## config.mk

```make
export PLATFORM = sky130hd
export DESIGN_NAME = ltx_channel
export DESIGN_NICKNAME = d
export VERILOG_FILES = /design/src/hdl/ltx_pkg.sv /design/src/hdl/ltx_sym_if.sv /design/src/hdl/ltx_encoder.sv /design/src/hdl/ltx_drive_mon.sv /design/src/hdl/ltx_channel.sv
export VERILOG_INCLUDE_DIRS = /design/src /design/src/hdl
export SDC_FILE = /design/constraint.sdc
export NUM_CORES = 1
export LEC_CHECK = 0
export BUFFER_PORTS_ARGS = -buffer_cell sky130_fd_sc_hd__buf_2
export CAP_MARGIN = 20
export CELL_PAD_IN_SITES_DETAIL_PLACEMENT = 0
export CELL_PAD_IN_SITES_GLOBAL_PLACEMENT = 2
export CORE_UTILIZATION = 36
export DETAILED_ROUTE_END_ITERATION = 12
export PLACE_DENSITY_LB_ADDON = 0.1
export RECOVER_POWER = 100
export SLEW_MARGIN = 30
export SYNTH_ARGS = -nofsm -noshare
export SYNTH_HDL_FRONTEND = slang
export SYNTH_SLANG_ARGS = --single-unit
export TNS_END_PERCENT = 1
```

## constraint.sdc

```tcl
create_clock -name core_clk -period 2.6 [get_ports core_clk]
set_input_delay 0.13 -clock core_clk [delete_from_list [all_inputs] [get_ports core_clk]]
set_output_delay 0.13 -clock core_clk [all_outputs]
set_load 0.005 [all_outputs]
```

## src/hdl/ltx_cfg.svh

```systemverilog
// Named constants for the line transmit encoder channel.
// Assumes inclusion by bare name from every design file that needs it.
`ifndef LTX_CFG_SVH
`define LTX_CFG_SVH
// Register byte offsets on the Avalon-MM slave.
`define LTX_REG_CTRL 4'h0
`define LTX_REG_STATUS 4'h4
// Control register fields and reset value.
`define LTX_CTRL_RAIL 0
`define LTX_CTRL_BO 1
`define LTX_CTRL_TXEN 2
`define LTX_CTRL_MODE 5:4
`define LTX_CTRL_MASK 8'h37
`define LTX_CTRL_RST 8'h01
// Positions of the pins in the synchroniser vector.
`define LTX_NPIN 11
`define LTX_P_CLK 0
`define LTX_P_POS 1
`define LTX_P_NEG 2
`define LTX_P_MPOS 3
`define LTX_P_MNEG 4
`define LTX_P_HOST 5
`define LTX_P_RAIL 6
`define LTX_P_BO 7
`define LTX_P_TXEN 8
`define LTX_P_MODE 10:9
// Output stage index of the substitution pipeline for each code.
`define LTX_B3ZS_LAST 2'd2
`define LTX_HDB3_LAST 2'd3
// Drive monitor limit in transmit clock periods.
`define LTX_DMON_LAST 8'd127
`define LTX_DMON_LIMIT 8'd128
`endif

```

## src/hdl/ltx_pkg.sv

```systemverilog
// Types shared by the line transmit encoder channel.
// Assumes nothing beyond a SystemVerilog compiler.
package ltx_pkg;
   // Line rate selection, as held in the control field and on the pins.
   typedef enum logic [1:0] {
      LTX_DS3 = 2'b00,
      LTX_STS1 = 2'b01,
      LTX_E3 = 2'b10,
      LTX_RSVD = 2'b11
   } ltx_mode_e;
   // Symbol held in the substitution pipeline.
   typedef enum logic [1:0] {
      LTX_SYM_ZERO = 2'b00,
      LTX_SYM_ONE = 2'b01,
      LTX_SYM_B = 2'b10,
      LTX_SYM_V = 2'b11
   } ltx_sym_e;
endpackage : ltx_pkg

```

## src/hdl/ltx_sym_if.sv

```systemverilog
// Symbol path between the channel top and its zero-substitution encoder.
// Assumes both ends run on core_clk.
`timescale 1ns/1ps
interface ltx_sym_if;
   logic tick;
   logic clear;
   logic single_rail;
   logic hdb3;
   logic pos_in;
   logic neg_in;
   logic out_pos;
   logic out_neg;
   logic mark_pol;
   logic viol_pol;
   // Encoder end.
   modport enc (input tick, clear, single_rail, hdb3, pos_in, neg_in,
                output out_pos, out_neg, mark_pol, viol_pol);
   // Channel end.
   modport chan (output tick, clear, single_rail, hdb3, pos_in, neg_in,
                 input out_pos, out_neg, mark_pol, viol_pol);
endinterface : ltx_sym_if

```

## src/hdl/ltx_encoder.sv

```systemverilog
// B3ZS/HDB3 zero-substitution encoder with dual-rail bypass.
// Assumes one tick per transmit bit and a clear pulse after any change of format.
`timescale 1ns/1ps
`include "ltx_cfg.svh"
module ltx_encoder (
   // Clock and reset.
   input wire logic core_clk,
   input wire logic rstn,
   // Symbol path.
   ltx_sym_if.enc s
);
   ltx_pkg::ltx_sym_e pipe_q [4];
   ltx_pkg::ltx_sym_e out_sym;
   logic [1:0] zcnt_q;
   logic [1:0] last_idx;
   logic par_q;
   logic mark_q;
   logic viol_q;
   logic one_in;
   logic subst;
   logic [2:0] zrun_q;
   logic vpar_q;
   logic seen_v_q;
   logic started_q;

   // Pipeline length and run detection follow the selected code.
   assign last_idx = s.hdb3 ? `LTX_HDB3_LAST : `LTX_B3ZS_LAST;
   assign one_in = s.pos_in | s.neg_in;
   assign subst = !one_in && (zcnt_q == last_idx);
   assign out_sym = pipe_q[last_idx];
   assign s.mark_pol = mark_q;
   assign s.viol_pol = viol_q;

   // Delay line; a full zero run ends in V, and starts with B when the parity is even.
   always_ff @(posedge core_clk or negedge rstn) begin
      if (!rstn) begin
         for (int i = 0; i < 4; i++) pipe_q[i] <= ltx_pkg::LTX_SYM_ZERO;
      end else if (s.clear) begin
         for (int i = 0; i < 4; i++) pipe_q[i] <= ltx_pkg::LTX_SYM_ZERO;
      end else if (s.tick && s.single_rail) begin
         for (int i = 3; i > 0; i--) pipe_q[i] <= pipe_q[i - 1];
         pipe_q[0] <= one_in ? ltx_pkg::LTX_SYM_ONE :
                      (subst ? ltx_pkg::LTX_SYM_V : ltx_pkg::LTX_SYM_ZERO);
         if (subst && !par_q) pipe_q[last_idx] <= ltx_pkg::LTX_SYM_B;
      end
   end

   // Zero run length and pulse parity since the last violation.
   always_ff @(posedge core_clk or negedge rstn) begin
      if (!rstn) begin
         zcnt_q <= `LTX_B3ZS_LAST;
         par_q <= 1'b0;
      end else if (s.clear) begin
         zcnt_q <= last_idx;
         par_q <= 1'b0;
      end else if (s.tick && s.single_rail) begin
         if (one_in) begin
            zcnt_q <= 2'h0;
            par_q <= ~par_q;
         end else if (subst) begin
            zcnt_q <= 2'h0;
            par_q <= 1'b0;
         end else begin
            zcnt_q <= zcnt_q + 2'h1;
         end
      end
   end

   // Polarity assignment; marks alternate and a violation repeats the last mark.
   always_ff @(posedge core_clk or negedge rstn) begin
      if (!rstn) begin
         s.out_pos <= 1'b0;
         s.out_neg <= 1'b0;
         mark_q <= 1'b0;
         viol_q <= 1'b0;
      end else if (s.clear) begin
         s.out_pos <= 1'b0;
         s.out_neg <= 1'b0;
      end else if (s.tick && !s.single_rail) begin
         s.out_pos <= s.pos_in & ~s.neg_in;
         s.out_neg <= s.neg_in & ~s.pos_in;
      end else if (s.tick) begin
         unique case (out_sym)
            ltx_pkg::LTX_SYM_ZERO: begin
               s.out_pos <= 1'b0;
               s.out_neg <= 1'b0;
            end
            ltx_pkg::LTX_SYM_ONE, ltx_pkg::LTX_SYM_B: begin
               s.out_pos <= ~mark_q;
               s.out_neg <= mark_q;
               mark_q <= ~mark_q;
            end
            ltx_pkg::LTX_SYM_V: begin
               s.out_pos <= mark_q;
               s.out_neg <= ~mark_q;
               viol_q <= mark_q;
            end
         endcase
      end
   end

   // Output run length and pulse parity, watched by the checks below.
   always_ff @(posedge core_clk or negedge rstn) begin
      if (!rstn) begin
         zrun_q <= 3'h0;
         vpar_q <= 1'b0;
         seen_v_q <= 1'b0;
         started_q <= 1'b0;
      end else if (s.clear) begin
         zrun_q <= 3'h0;
         vpar_q <= 1'b0;
         seen_v_q <= 1'b0;
         started_q <= 1'b0;
      end else if (s.tick && s.single_rail) begin
         if (out_sym != ltx_pkg::LTX_SYM_ZERO) started_q <= 1'b1;
         if (out_sym == ltx_pkg::LTX_SYM_ZERO && started_q) zrun_q <= zrun_q + 3'h1;
         else if (out_sym != ltx_pkg::LTX_SYM_ZERO) zrun_q <= 3'h0;
         if (out_sym == ltx_pkg::LTX_SYM_V) begin
            vpar_q <= 1'b0;
            seen_v_q <= 1'b1;
         end else if (out_sym != ltx_pkg::LTX_SYM_ZERO) begin
            vpar_q <= ~vpar_q;
         end
      end
   end
endmodule : ltx_encoder

```

## src/hdl/ltx_drive_mon.sv

```systemverilog
// Drive monitor: flags a transmit line that shows no transitions.
// Assumes synchronised monitor levels and one tick per transmit clock period.
`timescale 1ns/1ps
`include "ltx_cfg.svh"
module ltx_drive_mon (
   // Clock and reset.
   input wire logic core_clk,
   input wire logic rstn,
   // Monitored line and period tick.
   input wire logic tick,
   input wire logic mon_pos,
   input wire logic mon_neg,
   // Fault flag.
   output logic fault
);
   logic mp_q;
   logic mn_q;
   logic [7:0] idle_q;
   logic trans;

   assign trans = (mon_pos != mp_q) || (mon_neg != mn_q);

   // Previous levels for transition detection.
   always_ff @(posedge core_clk or negedge rstn) begin
      if (!rstn) begin
         mp_q <= 1'b0;
         mn_q <= 1'b0;
      end else begin
         mp_q <= mon_pos;
         mn_q <= mon_neg;
      end
   end

   // Periods since the last transition, saturating at the limit.
   always_ff @(posedge core_clk or negedge rstn) begin
      if (!rstn) idle_q <= 8'h00;
      else if (trans) idle_q <= 8'h00;
      else if (tick && idle_q != `LTX_DMON_LIMIT) idle_q <= idle_q + 8'h01;
   end

   // Fault rises at the limit and falls on the next transition.
   always_ff @(posedge core_clk or negedge rstn) begin
      if (!rstn) fault <= 1'b0;
      else if (trans) fault <= 1'b0;
      else if (tick && idle_q == `LTX_DMON_LAST) fault <= 1'b1;
   end
endmodule : ltx_drive_mon

```

## src/hdl/ltx_channel.sv

```systemverilog
// Transmit path of one line interface channel: pin synchronisers, configuration,
// Avalon-MM registers, clock duty regeneration, encoder and drive monitor.
// Assumes all pins are asynchronous to core_clk and the transmit clock is much slower.
//
// Behaviour
// - Line rate per channel from pins or register, chosen by host mode.
// - Single-rail chosen by rail pin high or control bit 0 set.
// - Dual-rail carries positive pulses and negative pulses on separate inputs.
// - Accept 30 to 70 percent duty clock, regenerate 50 percent copy.
// - Single-rail uses B3ZS for DS3 or STS-1 and HDB3 for E3.
// - B3ZS replaces three zeros with B0V or 00V.
// - Pattern choice keeps an odd pulse count between violations.
// - HDB3 replaces four zeros with 000V or B00V, odd pulses between.
// - Dual-rail format bypasses the zero-substitution encoder.
// - Violations in single-rail input become valid data pulses.
// - Build-out enabled by control pin low or control bit 1 clear, disabled otherwise.
// - E3 keeps build-out disabled regardless of control.
// - Drive fault stays low while the monitored line toggles.
// - No transition for 128 periods raises fault; transitions clear it.
// - Transmitter on by enable pin, in host mode also needing bit set.
// - Transmitter off places both line outputs in high impedance.
// - Host bit set hands transmitter control to the enable pin.
`timescale 1ns/1ps
`include "ltx_cfg.svh"
module ltx_channel (
   // Clock and reset.
   input wire logic core_clk,
   input wire logic rstn,
   // Avalon-MM slave.
   input wire logic [3:0] avs_address,
   input wire logic avs_read,
   input wire logic avs_write,
   input wire logic [31:0] avs_writedata,
   input wire logic [3:0] avs_byteenable,
   output logic [31:0] avs_readdata,
   output logic avs_waitrequest,
   // Configuration and control pins.
   input wire logic host_mode,
   input wire logic rail_format_select,
   input wire logic build_out_control,
   input wire logic transmitter_enable,
   input wire logic [1:0] line_mode_select,
   // Terminal transmit data.
   input wire logic tx_line_clock,
   input wire logic tx_pos_data_in,
   input wire logic tx_neg_data_in,
   // Drive monitor.
   input wire logic monitor_pos_input,
   input wire logic monitor_neg_input,
   output logic drive_fault_flag,
   // Pulse shaper and line driver.
   output logic line_out_pos,
   output logic line_out_neg,
   output logic line_out_pos_oe_n,
   output logic line_out_neg_oe_n,
   output logic build_out_enable,
   output logic shaper_clk
);
   logic [`LTX_NPIN-1:0] pin_raw;
   logic [`LTX_NPIN-1:0] sy1_q;
   logic [`LTX_NPIN-1:0] sy2_q;
   logic [`LTX_NPIN-1:0] sy3_q;
   logic [`LTX_NPIN-1:0] pin_q;
   logic clk_prev_q;
   logic tick;
   logic [7:0] ctrl_q;
   logic ack_q;
   logic single_q;
   ltx_pkg::ltx_mode_e mode_q;
   logic bo_dis_q;
   logic tx_on_q;
   logic [2:0] cfg_prev_q;
   logic hdb3;
   logic [7:0] per_cnt_q;
   logic [7:0] per_q;
   logic [7:0] hi_q;
   logic fault;
   ltx_sym_if sif ();

   // Half of a measured period, in core cycles.
   function automatic logic [7:0] ltx_half(input logic [7:0] per);
      ltx_half = {1'b0, per[7:1]};
   endfunction : ltx_half

   // True when a bus address selects the given register.
   function automatic logic ltx_hit(input logic [3:0] addr, input logic [3:0] off);
      ltx_hit = (addr == off);
   endfunction : ltx_hit

   // Gather every asynchronous pin into one vector.
   always_comb begin
      pin_raw = '0;
      pin_raw[`LTX_P_CLK] = tx_line_clock;
      pin_raw[`LTX_P_POS] = tx_pos_data_in;
      pin_raw[`LTX_P_NEG] = tx_neg_data_in;
      pin_raw[`LTX_P_MPOS] = monitor_pos_input;
      pin_raw[`LTX_P_MNEG] = monitor_neg_input;
      pin_raw[`LTX_P_HOST] = host_mode;
      pin_raw[`LTX_P_RAIL] = rail_format_select;
      pin_raw[`LTX_P_BO] = build_out_control;
      pin_raw[`LTX_P_TXEN] = transmitter_enable;
      pin_raw[`LTX_P_MODE] = line_mode_select;
   end

   // Three-stage synchroniser chain.
   always_ff @(posedge core_clk or negedge rstn) begin
      if (!rstn) begin
         sy1_q <= '0;
         sy2_q <= '0;
         sy3_q <= '0;
      end else begin
         sy1_q <= pin_raw;
         sy2_q <= sy1_q;
         sy3_q <= sy2_q;
      end
   end

   // A pin level is accepted only where the second and third stages agree.
   always_ff @(posedge core_clk or negedge rstn) begin
      if (!rstn) pin_q <= '0;
      else pin_q <= (sy2_q & sy3_q) | (pin_q & (sy2_q ^ sy3_q));
   end

   // Rising edge of the transmit clock; data is sampled on it.
   always_ff @(posedge core_clk or negedge rstn) begin
      if (!rstn) clk_prev_q <= 1'b0;
      else clk_prev_q <= pin_q[`LTX_P_CLK];
   end
   assign tick = pin_q[`LTX_P_CLK] & ~clk_prev_q;

   // Effective configuration from pins or from the control register.
   always_ff @(posedge core_clk or negedge rstn) begin
      if (!rstn) begin
         single_q <= 1'b0;
         mode_q <= ltx_pkg::LTX_DS3;
         bo_dis_q <= 1'b0;
         tx_on_q <= 1'b0;
      end else if (pin_q[`LTX_P_HOST]) begin
         single_q <= ctrl_q[`LTX_CTRL_RAIL];
         mode_q <= ltx_pkg::ltx_mode_e'(ctrl_q[`LTX_CTRL_MODE]);
         bo_dis_q <= ctrl_q[`LTX_CTRL_BO];
         tx_on_q <= ctrl_q[`LTX_CTRL_TXEN] & pin_q[`LTX_P_TXEN];
      end else begin
         single_q <= pin_q[`LTX_P_RAIL];
         mode_q <= ltx_pkg::ltx_mode_e'(pin_q[`LTX_P_MODE]);
         bo_dis_q <= pin_q[`LTX_P_BO];
         tx_on_q <= pin_q[`LTX_P_TXEN];
      end
   end

   assign hdb3 = (mode_q == ltx_pkg::LTX_E3);

   // Previous format, so that a change flushes the encoder.
   always_ff @(posedge core_clk or negedge rstn) begin
      if (!rstn) cfg_prev_q <= 3'h0;
      else cfg_prev_q <= {single_q, mode_q};
   end

   // Build-out drive and tri-state enables, all from flip-flops.
   always_ff @(posedge core_clk or negedge rstn) begin
      if (!rstn) begin
         build_out_enable <= 1'b0;
         line_out_pos_oe_n <= 1'b1;
         line_out_neg_oe_n <= 1'b1;
      end else begin
         build_out_enable <= !bo_dis_q && !hdb3;
         line_out_pos_oe_n <= !tx_on_q;
         line_out_neg_oe_n <= !tx_on_q;
      end
   end

   // Avalon-MM handshake: every access waits exactly one cycle.
   assign avs_waitrequest = (avs_read | avs_write) & ~ack_q;
   always_ff @(posedge core_clk or negedge rstn) begin
      if (!rstn) ack_q <= 1'b0;
      else ack_q <= (avs_read | avs_write) & ~ack_q;
   end

   // Control register; writes land on the edge where waitrequest is low.
   always_ff @(posedge core_clk or negedge rstn) begin
      if (!rstn) ctrl_q <= `LTX_CTRL_RST;
      else if (avs_write && ack_q && avs_byteenable[0] && ltx_hit(avs_address, `LTX_REG_CTRL))
         ctrl_q <= avs_writedata[7:0] & `LTX_CTRL_MASK;
   end

   // Read data, loaded one edge before it is presented.
   always_ff @(posedge core_clk or negedge rstn) begin
      if (!rstn) begin
         avs_readdata <= 32'h0000_0000;
      end else if (avs_read && !ack_q) begin
         if (ltx_hit(avs_address, `LTX_REG_CTRL))
            avs_readdata <= {24'h00_0000, ctrl_q};
         else if (ltx_hit(avs_address, `LTX_REG_STATUS))
            avs_readdata <= {22'h00_0000, mode_q, 2'h0, single_q, sif.viol_pol,
                             sif.mark_pol, build_out_enable, tx_on_q, fault};
         else
            avs_readdata <= 32'h0000_0000;
      end
   end

   // Measure the transmit clock period in core cycles.
   always_ff @(posedge core_clk or negedge rstn) begin
      if (!rstn) begin
         per_cnt_q <= 8'h00;
         per_q <= 8'h00;
      end else if (tick) begin
         per_q <= per_cnt_q;
         per_cnt_q <= 8'h01;
      end else if (per_cnt_q != 8'hFF) begin
         per_cnt_q <= per_cnt_q + 8'h01;
      end
   end

   // Regenerated shaper clock: high for half the measured period.
   always_ff @(posedge core_clk or negedge rstn) begin
      if (!rstn) begin
         shaper_clk <= 1'b0;
         hi_q <= 8'h00;
      end else if (tick) begin
         shaper_clk <= 1'b1;
         hi_q <= 8'h01;
      end else if (shaper_clk && hi_q >= ltx_half(per_q)) begin
         shaper_clk <= 1'b0;
      end else if (shaper_clk) begin
         hi_q <= hi_q + 8'h01;
      end
   end

   // Encoder feed.
   assign sif.tick = tick;
   assign sif.clear = (cfg_prev_q != {single_q, mode_q});
   assign sif.single_rail = single_q;
   assign sif.hdb3 = hdb3;
   assign sif.pos_in = pin_q[`LTX_P_POS];
   assign sif.neg_in = pin_q[`LTX_P_NEG];
   assign line_out_pos = sif.out_pos;
   assign line_out_neg = sif.out_neg;
   assign drive_fault_flag = fault;

   ltx_encoder u_enc (
      .core_clk(core_clk),
      .rstn(rstn),
      .s(sif.enc)
   );

   ltx_drive_mon u_mon (
      .core_clk(core_clk),
      .rstn(rstn),
      .tick(tick),
      .mon_pos(pin_q[`LTX_P_MPOS]),
      .mon_neg(pin_q[`LTX_P_MNEG]),
      .fault(fault)
   );
endmodule : ltx_channel

```

* Word-level counts from Yosys, hierarchy flattened
Index checks and enable logic that the tools add are counted.
** Storage, ports and cells
- Output and inout bits :: 40
- Register bits after elaboration :: 144
** Operators by class
- Order comparisons :: 3
- Reduce and logical (&&, ||, !) cells :: 36
- Mux-type cells :: 44
- $add $sub $neg :: 4
- Equal/unequal tests :: 13
- Bitwise operators :: 23
** Operator list (count)
- two-way mux 8 bit :: 10
- two-way mux 32 bit :: 1
- adder 8 x 1 -> 8 bit, second input constant :: 3
- AND 11 bit :: 2
- two-way mux 2 bit :: 10
- two-way mux 1 bit :: 18
- inequality test 8 bit, second input constant :: 2
- logical AND 1 bit :: 13
- nonzero test 2 bit :: 6
- OR 11 bit :: 1
- XOR 11 bit :: 1
- two-way mux 10 bit :: 1
- equality test 8 x 7 -> 1 bit, second input constant :: 1
- greater-or-equal comparator 8 x 7 -> 1 bit :: 1
- inverter 1 bit :: 8
- AND reduction 4 bit :: 2
- logical NOT 1 bit :: 7
- equality test 2 bit, second input constant :: 3
- one-hot mux 1 bit (3 select lines) :: 2
- nonzero test 3 bit :: 2
- AND 1 bit :: 5
- AND 4 bit :: 1
- binary-select mux 2 bit (select 2 bit) :: 1
- demux 2 bit (select 2 bit) :: 1
- other kinds (18) :: 21

* Depth between registers and ports, before layout
- Depth in word-level cells :: 12
- Gate-level depth with buffers :: 8

* Hierarchy
A second synthesis with hierarchy kept.
** Second synthesis, totals
- Cells, all modules :: 429
- Area, all modules :: 5058.6 sq um
** By module, submodules not included
- ltx_channel :: times used 1, cells an instance 296, area an instance 3697.3 sq um
- ltx_encoder :: times used 1, cells an instance 80, area an instance 819.5 sq um
- ltx_drive_mon :: times used 1, cells an instance 53, area an instance 541.8 sq um

* Worst setup path after synthesis
Ideal clock, no wire load.
- Kind :: flip-flop to flip-flop
- Start point :: register mode_q[0]
- End point :: register u_enc.s.out_neg
- Stages on the path, launching flop included :: 8
- Library setup time :: 136 ps
- Arrival :: 1831 ps
- Setup slack :: 633 ps
- Cells stage by stage :: dfrtp_1 -> nor2b_1 -> buf_2 -> mux2_2 -> ha_1 -> mux2_2 -> a211oi_1 -> nor3_1
** On the way
- Word-level cells in the longest chain between the ends :: 12
** RTL lines
- start: declaration :: line ltx_channel.sv:69 : ltx_pkg::ltx_mode_e mode_q;
- start signal: assignment :: line ltx_channel.sv:135 : mode_q <= ltx_pkg::LTX_DS3;
- start signal: assignment :: line ltx_channel.sv:140 : mode_q <= ltx_pkg::ltx_mode_e'(ctrl_q[`LTX_CTRL_MODE]);
- start signal: assignment :: line ltx_channel.sv:145 : mode_q <= ltx_pkg::ltx_mode_e'(pin_q[`LTX_P_MODE]);
- equality test 2 bit :: line ltx_channel.sv:151 : assign hdb3 = (mode_q == ltx_pkg::LTX_E3);
- two-way mux 1 bit (no source line)
- inverter 2 -> 3 bit (not written as such) :: line ltx_encoder.sv:30 : assign out_sym = pipe_q[last_idx];
- binary-select mux 2 bit (select 2 bit) :: line ltx_encoder.sv:30
- two-way mux 2 bit (not written as such) (2 in series) :: line ltx_encoder.sv:30
- equality test 2 x 1 -> 1 bit or equality test 2 bit (tied branches) :: line ltx_encoder.sv:83 : unique case (out_sym)
- OR reduction 2 bit :: line ltx_encoder.sv:83
- one-hot mux 1 bit (3 select lines) :: line ltx_encoder.sv:83
- two-way mux 1 bit :: line ltx_encoder.sv:82 : end else if (s.tick) begin
- two-way mux 1 bit :: line ltx_encoder.sv:79 : end else if (s.tick && !s.single_rail) begin
- two-way mux 1 bit :: line ltx_encoder.sv:76 : end else if (s.clear) begin
- end signal: assignment :: line ltx_encoder.sv:81 : s.out_neg <= s.neg_in & ~s.pos_in;
- end signal: assignment :: line ltx_encoder.sv:90 : s.out_neg <= mark_q;
- end signal: assignment :: line ltx_encoder.sv:95 : s.out_neg <= ~mark_q;
- end: declaration :: line ltx_sym_if.sv:17 : output out_pos, out_neg, mark_pol, viol_pol);
Parallel ways exist; a longest one is shown, timed or not. The select of a mux whose other input is x is not followed.
A chain may end at the register's enable or synchronous reset.

* Worst setup path in the final report
- Start point :: register hi_q[2]
- End point :: register hi_q[2]
** On the way
- Word-level cells in the longest chain between the ends :: 4
** RTL lines
- start: declaration :: line ltx_channel.sv:76 : logic [7:0] hi_q;
- start signal: assignment :: line ltx_channel.sv:225 : hi_q <= hi_q + 8'h01;
- adder 8 x 1 -> 8 bit or greater-or-equal comparator 8 x 7 -> 1 bit (tied branches) :: line ltx_channel.sv:225, ltx_channel.sv:222
- two-way mux 8 bit or logical AND 1 bit (tied branches) :: line ltx_channel.sv:224, ltx_channel.sv:222
- two-way mux 8 bit or inequality test 2 x 1 -> 1 bit (tied branches)
- two-way mux 8 bit or AND reduction 2 bit (tied branches)
Parallel ways exist; a longest one is shown, timed or not. The select of a mux whose other input is x is not followed.

==> metrics <==
Avg Inst Size Synth=11.5 um2; Yosys reg bits=roughly 120; Final Non-Filler Cells=697; Tot GR Track Use=around 14%; VDD IR max=roughly 0.48 mV; Placement Rows=42; DR vias=between 3k and 4k; Worst Path Arrival=roughly 2.5 ns; Clock Power Share=45.3%; ANT cells=0; vias in the first global route=3,204; Synth area leader=dfrtp_1; I/O pins=95; period utilisation layout=83.1%; Initial Util=37.6%; DRT iter0 DRCs=between 150 and 200; outcome=completed; slew margin rel.=35.4%; Routed Antenna Nets=0; Die Span X=around 120 um; largest net degree at the start of global routing=76; R2R cell count=6; drt via density=4.63; area added between synthesis and finish=21.4%; R2R Path End=hi_q[2]; Clock H-tree levels=4; total gr overflow=0; Cell Pwr Density=~860 nW/um2; leak pwr=around 2.8 nW; Final Wtd Congestion=about 0.7; fin crit period=~2.2 ns; startpoint types=flip-flop; post-synth top area share=57.4%; die area=about 15,000 um2; top_reg_cell synth=dfrtp_1; setup TNS=0 ns; fmax=463 MHz; required time of the critical path=approximately 2.9 ns; top cells by area, synth=dfrtp_1 (57%), ha_1 (5.7%), buf_4 (3.7%); Pwr Total=between 0.005 and 0.006 W; Reg power frac=41.4%; root buf cell=clkbuf_16; Final Instance Area=6140 um2; # resized after CTS=0; Mapped Cells=438; clk slew on worst S/H paths=0.05 ns; layout cell share with drive strength beyond 1=16.7%; max-cap violation count=0; Synth Warn #=0; routed len/inst=between 10 and 15 um; Reg2Reg Setup Slack=0.44 ns; Slew Limit Fails=0; Post-DP Area=5390 um2; Core Area=13,500 um2; # setup viols final=0; worst skew pair latency=0.41 ns; Pint=0.00389 W; input/output buffers=40; CTS sink count=119; Worst Hold End=avs_readdata[8]; multi-input logic area=1830 um2; Clock Path Buffers=2; logic gate share of total power=13.3%; Worst Path Max Fanout=7; Post-synth EDFFs=0; fill cell count=1,312; RSZ-0062 raised after global routing=false; Hold Fails Final Rpt=0; hold path depth=4; slew of the pin with the lowest slew margin=0.969 ns; cts bufs inserted=17; sequential-to-total area share from yosys stat=a little under 60%; CTS tree=built; most numerous cell in the Yosys netlist=dfrtp_1; HP Class=input port to flip-flop; Post-Syn Area=5060 um2; Seq. cell area=2980 um2; fin nets=a little under 600; kind of critical path=flip-flop to flip-flop; switching power=0.00142 W; Worst Skew=0.00462 ns; Setup Buffers After CTS=0; hold wc startpoint=avs_address[3]; Routed WL=9230 um; antenna violations before repair=0; dpl cells=646; first-pass GRT wire length=15,800 um; # DRC=0; switching share of total power=between 20% and 30%; DP HPWL=6000 um; CTS hold repair buffers=19; Synth async-reset ratio=100%; commonest cells in the netlist=dfrtp_1 (116), nand2_1 (49), nor2_1 (32), buf_4 (25), o21ai_0 (25); Die H=121 um; crit end category=flip-flop; worst reg2reg startpoint=hi_q[2]; distinct cell type count after synthesis=50; TritonRoute pass-1 iters=4
-- worst max-delay path: stages (launching register included) --
cell and delay, ns:
dfrtp_1 0.44, ha_1 0.23, nor4_1 0.31, o21ai_2 0.14
a31oi_1 0.57, a21oi_1 0.16, a31o_1 0.20
-- sequential cells by signal, summed over array words and instances, names as in the netlist, 8 cells and up --
| register | count |
|---|---|
| u_enc.pipe_q | 8 |
| sy2_q | 11 |
| hi_q | 8 |
| sy3_q | 11 |
| sy1_q | 11 |
| u_mon.idle_q | 8 |
| pin_q | 11 |
| per_cnt_q | 8 |
| avs_readdata | 8 |
-- layout make-up --
cell class	instances	share of cell area [%]
Sequential cell	119	48.6
Multi-Input combinational cell	287	29.8
Clock buffer	19	7.22
Timing Repair Buffer	65	6.91
Tap cell	176	3.59
Clock inverter	13	2.79
Inverter	18	1.10
-- metal layers --
| metal | up-vias | GRT usage, % | share of wire (%) |
|---|---|---|---|
| met5 | - | 0 | 0 |
| met4 | 0 | 5.56 | 1.1 |
| met3 | 7 | 4.95 | 3.4 |
| met2 | 46 | 21.1 | 46 |
| met1 | 1578 | 19.1 | 49 |
| li1 | 1593 | - | - |
-- power by group through the flow --
stage | logic, W | clock network (W) | registers [W]
global route | 0.000805 | 0.00256 | 0.00223
finish | 0.000705 | 0.00241 | 0.00220
CTS | 0.000766 | 0.00248 | 0.00220
global placement | 0.000728 | 0 | 0.00222
floorplan | 0.000568 | 0 | 0.00219
detailed placement | 0.000737 | 0 | 0.00223
-- worst max path at each step --
| stage | start | to | slack, ns | depth (start not counted) |
|---|---|---|---|---|
| 3_3_place_gp | mode_q[1] | u_enc.s.out_pos | 0.62 | 6 |
| 3_5_place_dp | mode_q[1] | u_enc.s.out_pos | 0.61 | 6 |
| 6_report | hi_q[2] | hi_q[2] | 0.44 | 6 |
| 2_1_floorplan | mode_q[0] | u_enc.s.out_neg | 0.63 | 7 |
| 5_1_grt | mode_q[1] | u_enc.s.out_pos | 0.29 | 8 |
| 4_1_cts | mode_q[1] | u_enc.s.out_pos | 0.59 | 6 |
-- cell usage in the layout (no fill, tap or decap), types with 13 or more instances in the layout --
cell and instances:
conb_1 24, nor2_1 32, dlygate4sd3_1 19, clkbuf_16 17, inv_1 18, dfrtp_1 116
ha_1 23, buf_2 29, o21ai_0 25, a21oi_1 16, nand2_1 49, clkbuf_1 13
-- cell families after synthesis --
kind of cell	count (synthesis)	share of synthesized area [%]
compound gates	78	10.1
xor+xnor	15	2.60
fa+ha+maj	23	5.69
buf+inv	55	6.04
flops	119	59.0
mux	16	3.46
other cells	1	0.0742
simple gates	131	13.1
-- per-stage QoR --
step / worst slack, ns / hold slack (ns) / util (%)
final: 0.439 / 0.129 / 45.6
after global routing: 0.295 / 0.130 / 45.6
after CTS: 0.588 / 0.113 / 46.0
after detailed placement: 0.611 / 0.144 / 40.0
after global placement: 0.620 / 0.142 / 40.0
after floorplan: 0.633 / -0.166 / -
Note: power is estimated with default switching activity, not from simulation.
